$ cat src/verilog/pport_pkg.sv
// Constants, register indexes and types shared by the parallel port block.
// Assumes a single 100 MHz core clock and a synchronous active-low reset.
package pport_pkg;

   localparam int unsigned NUM_PORTS = 8;
   localparam int unsigned ADDR_W    = 8;
   localparam int unsigned IDX_W     = 4;

   // Register indexes; the byte address is four times the index.
   localparam logic [3:0] IDX_PORT_ZERO_LATCH  = 4'h0;
   localparam logic [3:0] IDX_PORT_ZERO_DIR    = 4'h1;
   localparam logic [3:0] IDX_PORT_ONE_LATCH   = 4'h2;
   localparam logic [3:0] IDX_PORT_ONE_DIR     = 4'h3;
   localparam logic [3:0] IDX_PORT_TWO_LATCH   = 4'h4;
   localparam logic [3:0] IDX_PORT_TWO_DIR     = 4'h5;
   localparam logic [3:0] IDX_PORT_THREE_LATCH = 4'h6;
   localparam logic [3:0] IDX_PORT_THREE_GATE  = 4'h7;
   localparam logic [3:0] IDX_PORT_FOUR_LATCH  = 4'h8;
   localparam logic [3:0] IDX_PORT_FOUR_DIR    = 4'h9;
   localparam logic [3:0] IDX_PORT_FIVE_LATCH  = 4'hA;
   localparam logic [3:0] IDX_PORT_FIVE_DIR    = 4'hB;
   localparam logic [3:0] IDX_PORT_SIX_LATCH   = 4'hC;
   localparam logic [3:0] IDX_PORT_SIX_DIR     = 4'hD;
   localparam logic [3:0] IDX_PORT_SEVEN_LATCH = 4'hE;
   localparam logic [3:0] IDX_PORT_SEVEN_DIR   = 4'hF;

   // Byte address fields.
   localparam int unsigned IDX_LSB   = 2;
   localparam int unsigned IDX_MSB   = 5;
   localparam int unsigned HIGH_LSB  = 6;

   localparam logic [2:0] PORT_ZERO  = 3'h0;
   localparam logic [2:0] PORT_ONE   = 3'h1;
   localparam logic [2:0] PORT_THREE = 3'h3;
   localparam logic [2:0] PORT_SEVEN = 3'h7;

   localparam int unsigned GROUP_BIT    = 0;
   localparam int unsigned GATE_BIT     = 0;
   localparam int unsigned ONE_GROUP_HI = 5;
   localparam int unsigned SEVEN_OWN_LO = 1;

   localparam logic [7:0] LATCH_RST   = 8'h00;
   localparam logic [7:0] DIR_RST     = 8'h00;
   localparam logic [7:0] GATE_RST    = 8'h00;
   localparam logic [7:0] GATE_MASK   = 8'h01;
   localparam logic [7:0] FULL_MASK   = 8'hFF;
   localparam logic [7:0] SEVEN_IN_LO = 8'h01;
   localparam logic [23:0] RD_PAD     = 24'h00_0000;
   localparam logic [7:0] UNMAPPED_RD = 8'h00;

   typedef enum logic [1:0] {
      BUS_IDLE = 2'h1,
      BUS_ACK  = 2'h2
   } bus_state_e;

endpackage

$ cat src/verilog/pport_reg_if.sv
// Internal register access carrier between the bus slave and the port core.
// Assumes both ends run on the same core clock.
`timescale 1ns/100ps
`default_nettype none
interface pport_reg_if;
   logic       wr_stb;
   logic       rd_stb;
   logic [3:0] index;
   logic [7:0] wdata;
   logic [7:0] rdata;

   modport bus_side (output wr_stb, output rd_stb, output index, output wdata, input rdata);
   modport core_side (input wr_stb, input rd_stb, input index, input wdata, output rdata);
endinterface
`default_nettype wire

$ cat src/verilog/pin_sync.sv
// Two-stage synchroniser for the port pin levels.
// Assumes pins change without regard to the core clock.
`timescale 1ns/100ps
`default_nettype none
module pin_sync (
   input  wire logic            core_clk,
   input  wire logic            rstn,
   input  wire logic [7:0][7:0] pin_raw,
   output logic      [7:0][7:0] pin_safe
);
   logic [7:0][7:0] stage_one_reg;

   always_ff @(posedge core_clk) begin
      if (!rstn) begin
         stage_one_reg <= '0;
         pin_safe      <= '0;
      end else begin
         stage_one_reg <= pin_raw;
         pin_safe      <= stage_one_reg;
      end
   end
endmodule
`default_nettype wire

$ cat src/verilog/avalon_slave.sv
// Avalon-MM slave front end: one wait cycle, then a single-cycle answer.
// Assumes the master holds address, direction and data until waitrequest is low.
`timescale 1ns/100ps
`default_nettype none
module avalon_slave (
   input  wire logic        core_clk,
   input  wire logic        rstn,
   input  wire logic [7:0]  avs_address,
   input  wire logic        avs_read,
   input  wire logic        avs_write,
   input  wire logic [31:0] avs_writedata,
   input  wire logic [3:0]  avs_byteenable,
   output logic      [31:0] avs_readdata,
   output logic             avs_waitrequest,
   pport_reg_if.bus_side    regs
);
   pport_pkg::bus_state_e state_reg;
   logic                  mapped;

   // Only word-aligned addresses inside the sixteen-word window are decoded.
   always_comb begin
      if (avs_address[pport_pkg::HIGH_LSB +: 2] != 2'h0) begin
         mapped = 1'b0;
      end else if (avs_address[1:0] != 2'h0) begin
         mapped = 1'b0;
      end else begin
         mapped = 1'b1;
      end
   end

   always_ff @(posedge core_clk) begin
      if (!rstn) begin
         state_reg <= pport_pkg::BUS_IDLE;
      end else begin
         case (state_reg)
            pport_pkg::BUS_IDLE: begin
               if (avs_read || avs_write) begin
                  state_reg <= pport_pkg::BUS_ACK;
               end
            end
            default: begin
               state_reg <= pport_pkg::BUS_IDLE;
            end
         endcase
      end
   end

   // Read data is captured during the wait cycle so it stands at the acknowledge edge.
   always_ff @(posedge core_clk) begin
      if (!rstn) begin
         avs_readdata <= '0;
      end else if (state_reg == pport_pkg::BUS_IDLE && avs_read) begin
         avs_readdata <= {pport_pkg::RD_PAD, mapped ? regs.rdata : pport_pkg::UNMAPPED_RD};
      end
   end

   assign avs_waitrequest = (avs_read || avs_write) && (state_reg == pport_pkg::BUS_IDLE);
   assign regs.index      = avs_address[pport_pkg::IDX_MSB:pport_pkg::IDX_LSB];
   assign regs.wdata      = avs_writedata[7:0];
   assign regs.rd_stb     = avs_read && (state_reg == pport_pkg::BUS_ACK) && mapped;
   assign regs.wr_stb     = avs_write && avs_byteenable[0] && (state_reg == pport_pkg::BUS_ACK)
                            && mapped;
endmodule
`default_nettype wire

$ cat src/verilog/parallel_port_direction_ctrl.sv
// Top of the parallel port block: data latches, direction and gate registers,
// pin drivers and read-back multiplexing, reached over Avalon-MM.
// Assumes pin levels come from outside the core clock domain and that the
// pad ring resolves the wire from pin_out, pin_oe_n and port_three_pullup.
`timescale 1ns/100ps
`default_nettype none
module parallel_port_direction_ctrl (
   input  wire logic            core_clk,
   input  wire logic            rstn,
   input  wire logic [7:0]      avs_address,
   input  wire logic            avs_read,
   input  wire logic            avs_write,
   input  wire logic [31:0]     avs_writedata,
   input  wire logic [3:0]      avs_byteenable,
   output logic      [31:0]     avs_readdata,
   output logic                 avs_waitrequest,
   input  wire logic [7:0][7:0] pin_in,
   output logic      [7:0][7:0] pin_out,
   output logic      [7:0][7:0] pin_oe_n,
   output logic                 port_three_pullup
);

   ////////////////////////////////////////////////////////////////////////////////
   // Helper functions.

   // Turns a port's direction register into one output flag per pin.
   function automatic logic [7:0] pin_dir(input logic [2:0] port, input logic [7:0] ctl);
      logic [7:0] d;
      d = ctl;
      case (port)
         pport_pkg::PORT_ZERO: begin
            d = {8{ctl[pport_pkg::GROUP_BIT]}};
         end
         pport_pkg::PORT_ONE: begin
            d = {ctl[7:pport_pkg::ONE_GROUP_HI + 1],
                 {(pport_pkg::ONE_GROUP_HI + 1){ctl[pport_pkg::GROUP_BIT]}}};
         end
         pport_pkg::PORT_THREE: begin
            d = {8{ctl[pport_pkg::GATE_BIT]}};
         end
         pport_pkg::PORT_SEVEN: begin
            d = ctl & ~pport_pkg::SEVEN_IN_LO;
         end
         default: begin
            d = ctl;
         end
      endcase
      return d;
   endfunction

   // Port 3 has no input path, so its data read shows the latch on every bit.
   function automatic logic [7:0] read_from_latch(input logic [2:0] port, input logic [7:0] d);
      logic [7:0] m;
      m = (port == pport_pkg::PORT_THREE) ? pport_pkg::FULL_MASK : d;
      return m;
   endfunction

   ////////////////////////////////////////////////////////////////////////////////
   // Bus front end and pin synchroniser.

   pport_reg_if     reg_bus ();
   logic [7:0][7:0] pin_safe;
   logic [7:0]      latch_reg [pport_pkg::NUM_PORTS];
   logic [7:0]      ctl_reg   [pport_pkg::NUM_PORTS];
   logic [7:0][7:0] dir_eff;
   logic [2:0]      acc_port;
   logic            acc_is_ctl;

   avalon_slave u_bus (
      .core_clk        (core_clk),
      .rstn            (rstn),
      .avs_address     (avs_address),
      .avs_read        (avs_read),
      .avs_write       (avs_write),
      .avs_writedata   (avs_writedata),
      .avs_byteenable  (avs_byteenable),
      .avs_readdata    (avs_readdata),
      .avs_waitrequest (avs_waitrequest),
      .regs            (reg_bus.bus_side)
   );

   pin_sync u_sync (
      .core_clk (core_clk),
      .rstn     (rstn),
      .pin_raw  (pin_in),
      .pin_safe (pin_safe)
   );

   // Even index is a data latch, odd index the direction or gate register.
   assign acc_port   = reg_bus.index[3:1];
   assign acc_is_ctl = reg_bus.index[0];

   ////////////////////////////////////////////////////////////////////////////////
   // Registers.

   // Latches take writes whatever the direction, so output data can be staged
   // before a pin is turned round.
   always_ff @(posedge core_clk) begin
      if (!rstn) begin
         for (int p = 0; p < pport_pkg::NUM_PORTS; p++) begin
            latch_reg[p] <= pport_pkg::LATCH_RST;
         end
      end else if (reg_bus.wr_stb && !acc_is_ctl) begin
         latch_reg[acc_port] <= reg_bus.wdata;
      end
   end

   // Direction registers keep all eight written bits; the gate keeps bit 0 only.
   always_ff @(posedge core_clk) begin
      if (!rstn) begin
         for (int p = 0; p < pport_pkg::NUM_PORTS; p++) begin
            ctl_reg[p] <= pport_pkg::DIR_RST;
         end
      end else if (reg_bus.wr_stb && acc_is_ctl) begin
         if (acc_port == pport_pkg::PORT_THREE) begin
            ctl_reg[acc_port] <= reg_bus.wdata & pport_pkg::GATE_MASK;
         end else begin
            ctl_reg[acc_port] <= reg_bus.wdata;
         end
      end
   end

   ////////////////////////////////////////////////////////////////////////////////
   // Pin drivers.

   always_comb begin
      for (int p = 0; p < pport_pkg::NUM_PORTS; p++) begin
         dir_eff[p] = pin_dir(3'(p), ctl_reg[p]);
      end
   end

   // Driven from flops only; an undriven pin keeps its enable high.
   always_comb begin
      for (int p = 0; p < pport_pkg::NUM_PORTS; p++) begin
         pin_out[p]  = latch_reg[p];
         pin_oe_n[p] = ~dir_eff[p];
      end
   end

   assign port_three_pullup = ~ctl_reg[pport_pkg::PORT_THREE][pport_pkg::GATE_BIT];

   ////////////////////////////////////////////////////////////////////////////////
   // Read-back.

   always_comb begin
      logic [7:0] m;
      m = read_from_latch(acc_port, dir_eff[acc_port]);
      if (acc_is_ctl) begin
         reg_bus.rdata = ctl_reg[acc_port];
      end else begin
         reg_bus.rdata = (latch_reg[acc_port] & m) | (pin_safe[acc_port] & ~m);
      end
   end

   ////////////////////////////////////////////////////////////////////////////////
   // Checks.

   // The expected data read is built from what the pins show, not from the
   // read mux, so a wrong mux select cannot hide behind its own copy.
   logic [7:0] exp_rd;
   logic [7:0] exp_mask;
   logic       addr_outside;
   always_comb begin
      exp_mask = ~pin_oe_n[acc_port];
      if (acc_port == pport_pkg::PORT_THREE) begin
         exp_mask = pport_pkg::FULL_MASK;
      end
      exp_rd = (pin_out[acc_port] & exp_mask) | (pin_safe[acc_port] & ~exp_mask);
   end

   // Requests outside the sixteen-word window must leave every register alone.
   assign addr_outside = avs_address[7:6] != 2'h0 || avs_address[1:0] != 2'h0;

   dir_group_zero_a: assert property (@(posedge core_clk) disable iff (!rstn)
      pin_oe_n[0] == {8{~ctl_reg[0][0]}})
      else $error("port zero pins do not follow the group bit");

   dir_group_one_a: assert property (@(posedge core_clk) disable iff (!rstn)
      pin_oe_n[1][5:0] == {6{~ctl_reg[1][0]}})
      else $error("port one low pins do not follow the group bit");

   dir_own_bits_a: assert property (@(posedge core_clk) disable iff (!rstn)
      pin_oe_n[1][7:6] == ~ctl_reg[1][7:6] && pin_oe_n[4] == ~ctl_reg[4]
      && pin_oe_n[5] == ~ctl_reg[5] && pin_oe_n[6] == ~ctl_reg[6]
      && pin_oe_n[7][7:1] == ~ctl_reg[7][7:1])
      else $error("individually steered pins do not follow their bits");

   dir_write_a: assert property (@(posedge core_clk) disable iff (!rstn)
      reg_bus.wr_stb && acc_is_ctl && acc_port == 3'h4 |=>
      pin_oe_n[4] == ~$past(reg_bus.wdata))
      else $error("port four drivers not set by written direction");

   gate_drivers_a: assert property (@(posedge core_clk) disable iff (!rstn)
      reg_bus.wr_stb && acc_is_ctl && acc_port == 3'h3 |=>
      pin_oe_n[3] == {8{~$past(reg_bus.wdata[0])}} && pin_out[3] == latch_reg[3])
      else $error("port three drivers not gated by bit 0");

   reset_gate_a: assert property (@(posedge core_clk)
      !rstn |=> port_three_pullup && pin_oe_n[3] == 8'hFF)
      else $error("port three driven after reset");

   reset_dir_a: assert property (@(posedge core_clk)
      !rstn |=> pin_oe_n == {64{1'b1}})
      else $error("a pin is driven right after reset");

   input_write_a: assert property (@(posedge core_clk) disable iff (!rstn)
      reg_bus.wr_stb && !acc_is_ctl && acc_port == 3'h5 && ctl_reg[5] == 8'h00 |=>
      pin_oe_n[5] == 8'hFF && latch_reg[5] == $past(reg_bus.wdata))
      else $error("write to input pins drove them or missed the latch");

   read_data_a: assert property (@(posedge core_clk) disable iff (!rstn)
      avs_read && !avs_waitrequest && avs_address[7:6] == 2'h0 && avs_address[1:0] == 2'h0
      && !avs_address[2] |-> avs_readdata[7:0] == $past(exp_rd))
      else $error("data read mixes latch and pin wrongly");

   read_ctl_a: assert property (@(posedge core_clk) disable iff (!rstn)
      avs_write && !avs_waitrequest && avs_byteenable[0] && avs_address == 8'h24 ##2
      avs_read && avs_address == 8'h24 ##1 avs_read && !avs_waitrequest |->
      avs_readdata[7:0] == $past(avs_writedata[7:0], 3))
      else $error("direction register does not read back its write");

   wait_bound_a: assert property (@(posedge core_clk) disable iff (!rstn)
      avs_waitrequest |=> !avs_waitrequest)
      else $error("waitrequest held longer than one cycle");

   ////////////////////////////////////////////////////////////////////////////////
   // Driver, read-back and bus checks.

   seven_low_pin_a: assert property (@(posedge core_clk) disable iff (!rstn)
      pin_oe_n[7][0])
      else $error("port seven pin zero is driven");

   port_two_own_a: assert property (@(posedge core_clk) disable iff (!rstn)
      pin_oe_n[2] == ~ctl_reg[2])
      else $error("port two pins do not follow their own bits");

   pullup_follow_a: assert property (@(posedge core_clk) disable iff (!rstn)
      port_three_pullup == pin_oe_n[3][0])
      else $error("port three pull-up does not track its drivers");

   group_write_a: assert property (@(posedge core_clk) disable iff (!rstn)
      reg_bus.wr_stb && acc_is_ctl && acc_port == 3'h0 |=>
      pin_oe_n[0] == {8{~$past(reg_bus.wdata[0])}})
      else $error("port zero drivers not set by the group bit");

   one_group_write_a: assert property (@(posedge core_clk) disable iff (!rstn)
      reg_bus.wr_stb && acc_is_ctl && acc_port == 3'h1 |=>
      pin_oe_n[1][5:0] == {6{~$past(reg_bus.wdata[0])}})
      else $error("port one low drivers not set by the group bit");

   latch_hold_a: assert property (@(posedge core_clk) disable iff (!rstn)
      !(reg_bus.wr_stb && !acc_is_ctl) |=> $stable(pin_out))
      else $error("a latch changed without a data write");

   dir_hold_a: assert property (@(posedge core_clk) disable iff (!rstn)
      !(reg_bus.wr_stb && acc_is_ctl) |=> $stable(pin_oe_n))
      else $error("a driver changed without a direction write");

   reset_latch_a: assert property (@(posedge core_clk)
      !rstn |=> pin_out == 64'h0000_0000_0000_0000)
      else $error("a latch is not cleared by reset");

   reset_bus_a: assert property (@(posedge core_clk)
      !rstn |=> avs_readdata == 32'h0000_0000)
      else $error("read data is not cleared by reset");

   read_port_three_a: assert property (@(posedge core_clk) disable iff (!rstn)
      avs_read && !avs_waitrequest && avs_address == 8'h18 |->
      avs_readdata[7:0] == $past(pin_out[3]))
      else $error("port three data read does not return its latch");

   read_gate_a: assert property (@(posedge core_clk) disable iff (!rstn)
      avs_read && !avs_waitrequest && avs_address == 8'h1C |->
      avs_readdata[7:1] == 7'h00 && avs_readdata[0] == ~port_three_pullup)
      else $error("gate register reads back more than its enable bit");

   seven_read_pin_a: assert property (@(posedge core_clk) disable iff (!rstn)
      avs_read && !avs_waitrequest && avs_address == 8'h38 |->
      avs_readdata[0] == $past(pin_safe[7][0]))
      else $error("port seven pin zero read does not show the pin");

   read_pad_a: assert property (@(posedge core_clk) disable iff (!rstn)
      avs_read && !avs_waitrequest |-> avs_readdata[31:8] == 24'h00_0000)
      else $error("upper read lanes are not zero");

   outside_read_a: assert property (@(posedge core_clk) disable iff (!rstn)
      avs_read && !avs_waitrequest && addr_outside |-> avs_readdata == 32'h0000_0000)
      else $error("read outside the window returned data");

   outside_write_a: assert property (@(posedge core_clk) disable iff (!rstn)
      avs_write && addr_outside |-> !reg_bus.wr_stb)
      else $error("write outside the window reached a register");

   lane_write_a: assert property (@(posedge core_clk) disable iff (!rstn)
      avs_write && !avs_byteenable[0] |-> !reg_bus.wr_stb)
      else $error("write without the low byte lane reached a register");

   wait_first_a: assert property (@(posedge core_clk) disable iff (!rstn)
      $rose(avs_read || avs_write) |-> avs_waitrequest)
      else $error("a new request was answered without its wait cycle");

   strobe_ack_a: assert property (@(posedge core_clk) disable iff (!rstn)
      reg_bus.wr_stb || reg_bus.rd_stb |-> !avs_waitrequest)
      else $error("a register strobe fired outside the answer cycle");

endmodule
`default_nettype wire

$ cat config.mk
export PLATFORM = sky130hd
export DESIGN_NAME = parallel_port_direction_ctrl
export DESIGN_NICKNAME = d
export VERILOG_FILES = /design/src/verilog/pport_pkg.sv /design/src/verilog/pport_reg_if.sv /design/src/verilog/pin_sync.sv /design/src/verilog/avalon_slave.sv /design/src/verilog/parallel_port_direction_ctrl.sv
export SDC_FILE = /design/constraint.sdc
export NUM_CORES = 1
export LEC_CHECK = 0
export ABC_AREA = 1
export BUFFER_PORTS_ARGS = -buffer_cell sky130_fd_sc_hd__buf_2
export CORE_AREA = 3 3 165 167
export DETAILED_ROUTE_END_ITERATION = 6
export DIE_AREA = 0 0 168 170
export PLACE_DENSITY = 0.68
export SYNTH_ARGS = -nofsm -noshare
export SYNTH_HDL_FRONTEND = slang
export SYNTH_HIERARCHICAL = 1
export SYNTH_SLANG_ARGS = --single-unit
$ cat constraint.sdc
create_clock -name core_clk -period 2.8 [get_ports core_clk]
set_input_delay 0.14 -clock core_clk [delete_from_list [all_inputs] [get_ports core_clk]]
set_output_delay 0.14 -clock core_clk [all_outputs]
set_load 0.02 [all_outputs]
==> out/qor.txt <==
clock network power share: 41.5%
CTS sink count: 266
Rel. slew slack: 46.7%
Logic pwr share: 9.7%
Worst-Margin Slew: 800 ps
Hold-fix buffers, CTS: 67
min cycle time layout: 2060 ps
GRT Total Usage: 21.7%
post-CTS setup buffer count: 0
CP required: 3010 ps
initial core utilization: 44.9%
pwr dens: 616 nW/µm²
Static Leak: 0.00775 µW
DR vias/cell: 4.62
Avg Inst Size Synth: 8.06 µm²
gr ovfl total: 0
I/O Buffers: 221
maximum number of pins on one net before global-route repair: 77
row count: 59
status: finished, final reports clean
WP data arrival: 2270 ps
routed via count: 9528
Die Area: 28600 µm²
worst setup margin: 739 ps
P_sw: 2150 µW
startpoint types: flop
leading cell type in the layout, fill and taps excluded: nand2_1
Sequential Power Share: 48.8%
Max Slew Vio Count: 0
ratio of cells with drive above 1 in the final layout: 18.5%
TritonCTS clock tree: built
Final Skew: 18.5 ps
# setup viols final: 0
met1 Track Usage GR: 27.5%
crit end category: flop
first-iteration detailed-routing DRC count: 887
DP Area: 12700 µm²
Pre-antenna DRT Iters: 6
crit-path max FO: 9
DRT Wirelength: 31.9 mm
most frequent cells in the layout: 588 x nand2_1, 220 x buf_2, 216 x inv_1
DRC: 0
YS warnings: 6
post-layout util: 55.1%
fin area: 14300 µm²
setup tns final: 0 ps
hold crit path type: in -> reg
final hold vios: 0
maxcap violations: 0
met2 usage: 36.2%
DR WL/cell: 15.5 µm
antenna cells: 0
Clk Latency, worst-skew pair: 540 ps
Final GP Congestion: 0.906
initial antenna violation count: 0
dpl ws: 554 ps
cts repair resizes: 0
most used routing layer in global routing: met2
vias in the first global route: 9095
GR Layer Usage met3: 5.71%
WS Path Type: reg -> reg
RSZ-0062 raised after global routing: false
Die Ht: 170 µm
DPL Wire Length: 22.0 mm
Clock Tree Buf Depth: 3
Post-DRT Antenna Nets: 0
die width: 168 µm
H-tree depth: 1
Hold WS: 18.8 ps
clock-pin slew on the worst setup and hold paths: 60 ps
synth-to-layout area growth: 22.8%
core region area: 25900 µm²
Worst VDD drop: 0.000394 V
Final nets: 1820
first-pass GRT wire length: 48.7 mm
# IOs: 274
Int Power: 6640 µW
Synth Instances: 1442
FILL cells: 2321
Max Freq: 485 MHz
Root Buffer: clkbuf_16
mapped cell area: 11600 µm²
Sw Share: 24.5%
fin crit share: 73.6%
total CTS buffers: 27
==> through the flow <==
stage          total power (µW)  std cells
6_report                   8790       2064
3_5_place_dp               5150       1947
4_1_cts                    8840       2064
3_3_place_gp               5140       1947
2_1_floorplan              4920       1471
5_1_grt                    9120       2064
==> power groups by stage <==
stage | Clock, µW | Combinational, µW | Sequential (µW)
after CTS | 3700 | 844 | 4290
after floorplan | 0 | 522 | 4400
after global placement | 0 | 763 | 4370
final | 3650 | 850 | 4290
after global routing | 3870 | 941 | 4310
after detailed placement | 0 | 771 | 4380
==> metal layers <==
| layer | share of wire (%) | wire length (µm) |
|---|---|---|
| met5 | 0 | 0 |
| met4 | 3.1 | 1000 |
| met3 | 11 | 3540 |
| met2 | 47 | 14900 |
| met1 | 39 | 12500 |
==> worst paths after layout <==
check	from	endpoint	slack (ps)	cells past startpoint
setup / recovery	u_bus/state_reg[0]	ctl_reg[2][1]	740	7
hold / removal	avs_read	u_bus/state_reg[0]	20	4
setup reg to reg	u_bus/state_reg[0]	ctl_reg[2][1]	740	7
hold reg to reg	u_sync/stage_one_reg[56]	u_sync/pin_safe[56]	410	2
==> cell type report <==
| type | instances | area [µm²] | area share, % |
|---|---|---|---|
| multi-input combinational | 873 | 3510 | 24.6 |
| inverter | 229 | 860 | 6.02 |
| timing repair buffer | 311 | 1960 | 13.8 |
| tap | 335 | 419 | 2.93 |
| clock inverter | 8 | 53.8 | 0.377 |
| clock buffer | 42 | 868 | 6.08 |
| sequential | 266 | 6610 | 46.3 |
==> critical path: stages (launching register included) <==
cell     delay (ps)
dfxtp_1         340
inv_1            90
nand4_1          80
nor2_1           90
inv_1           100
nor3_4          370
nand2_1         310
nand2_1         350
Note: power is estimated with default switching activity, not from simulation.
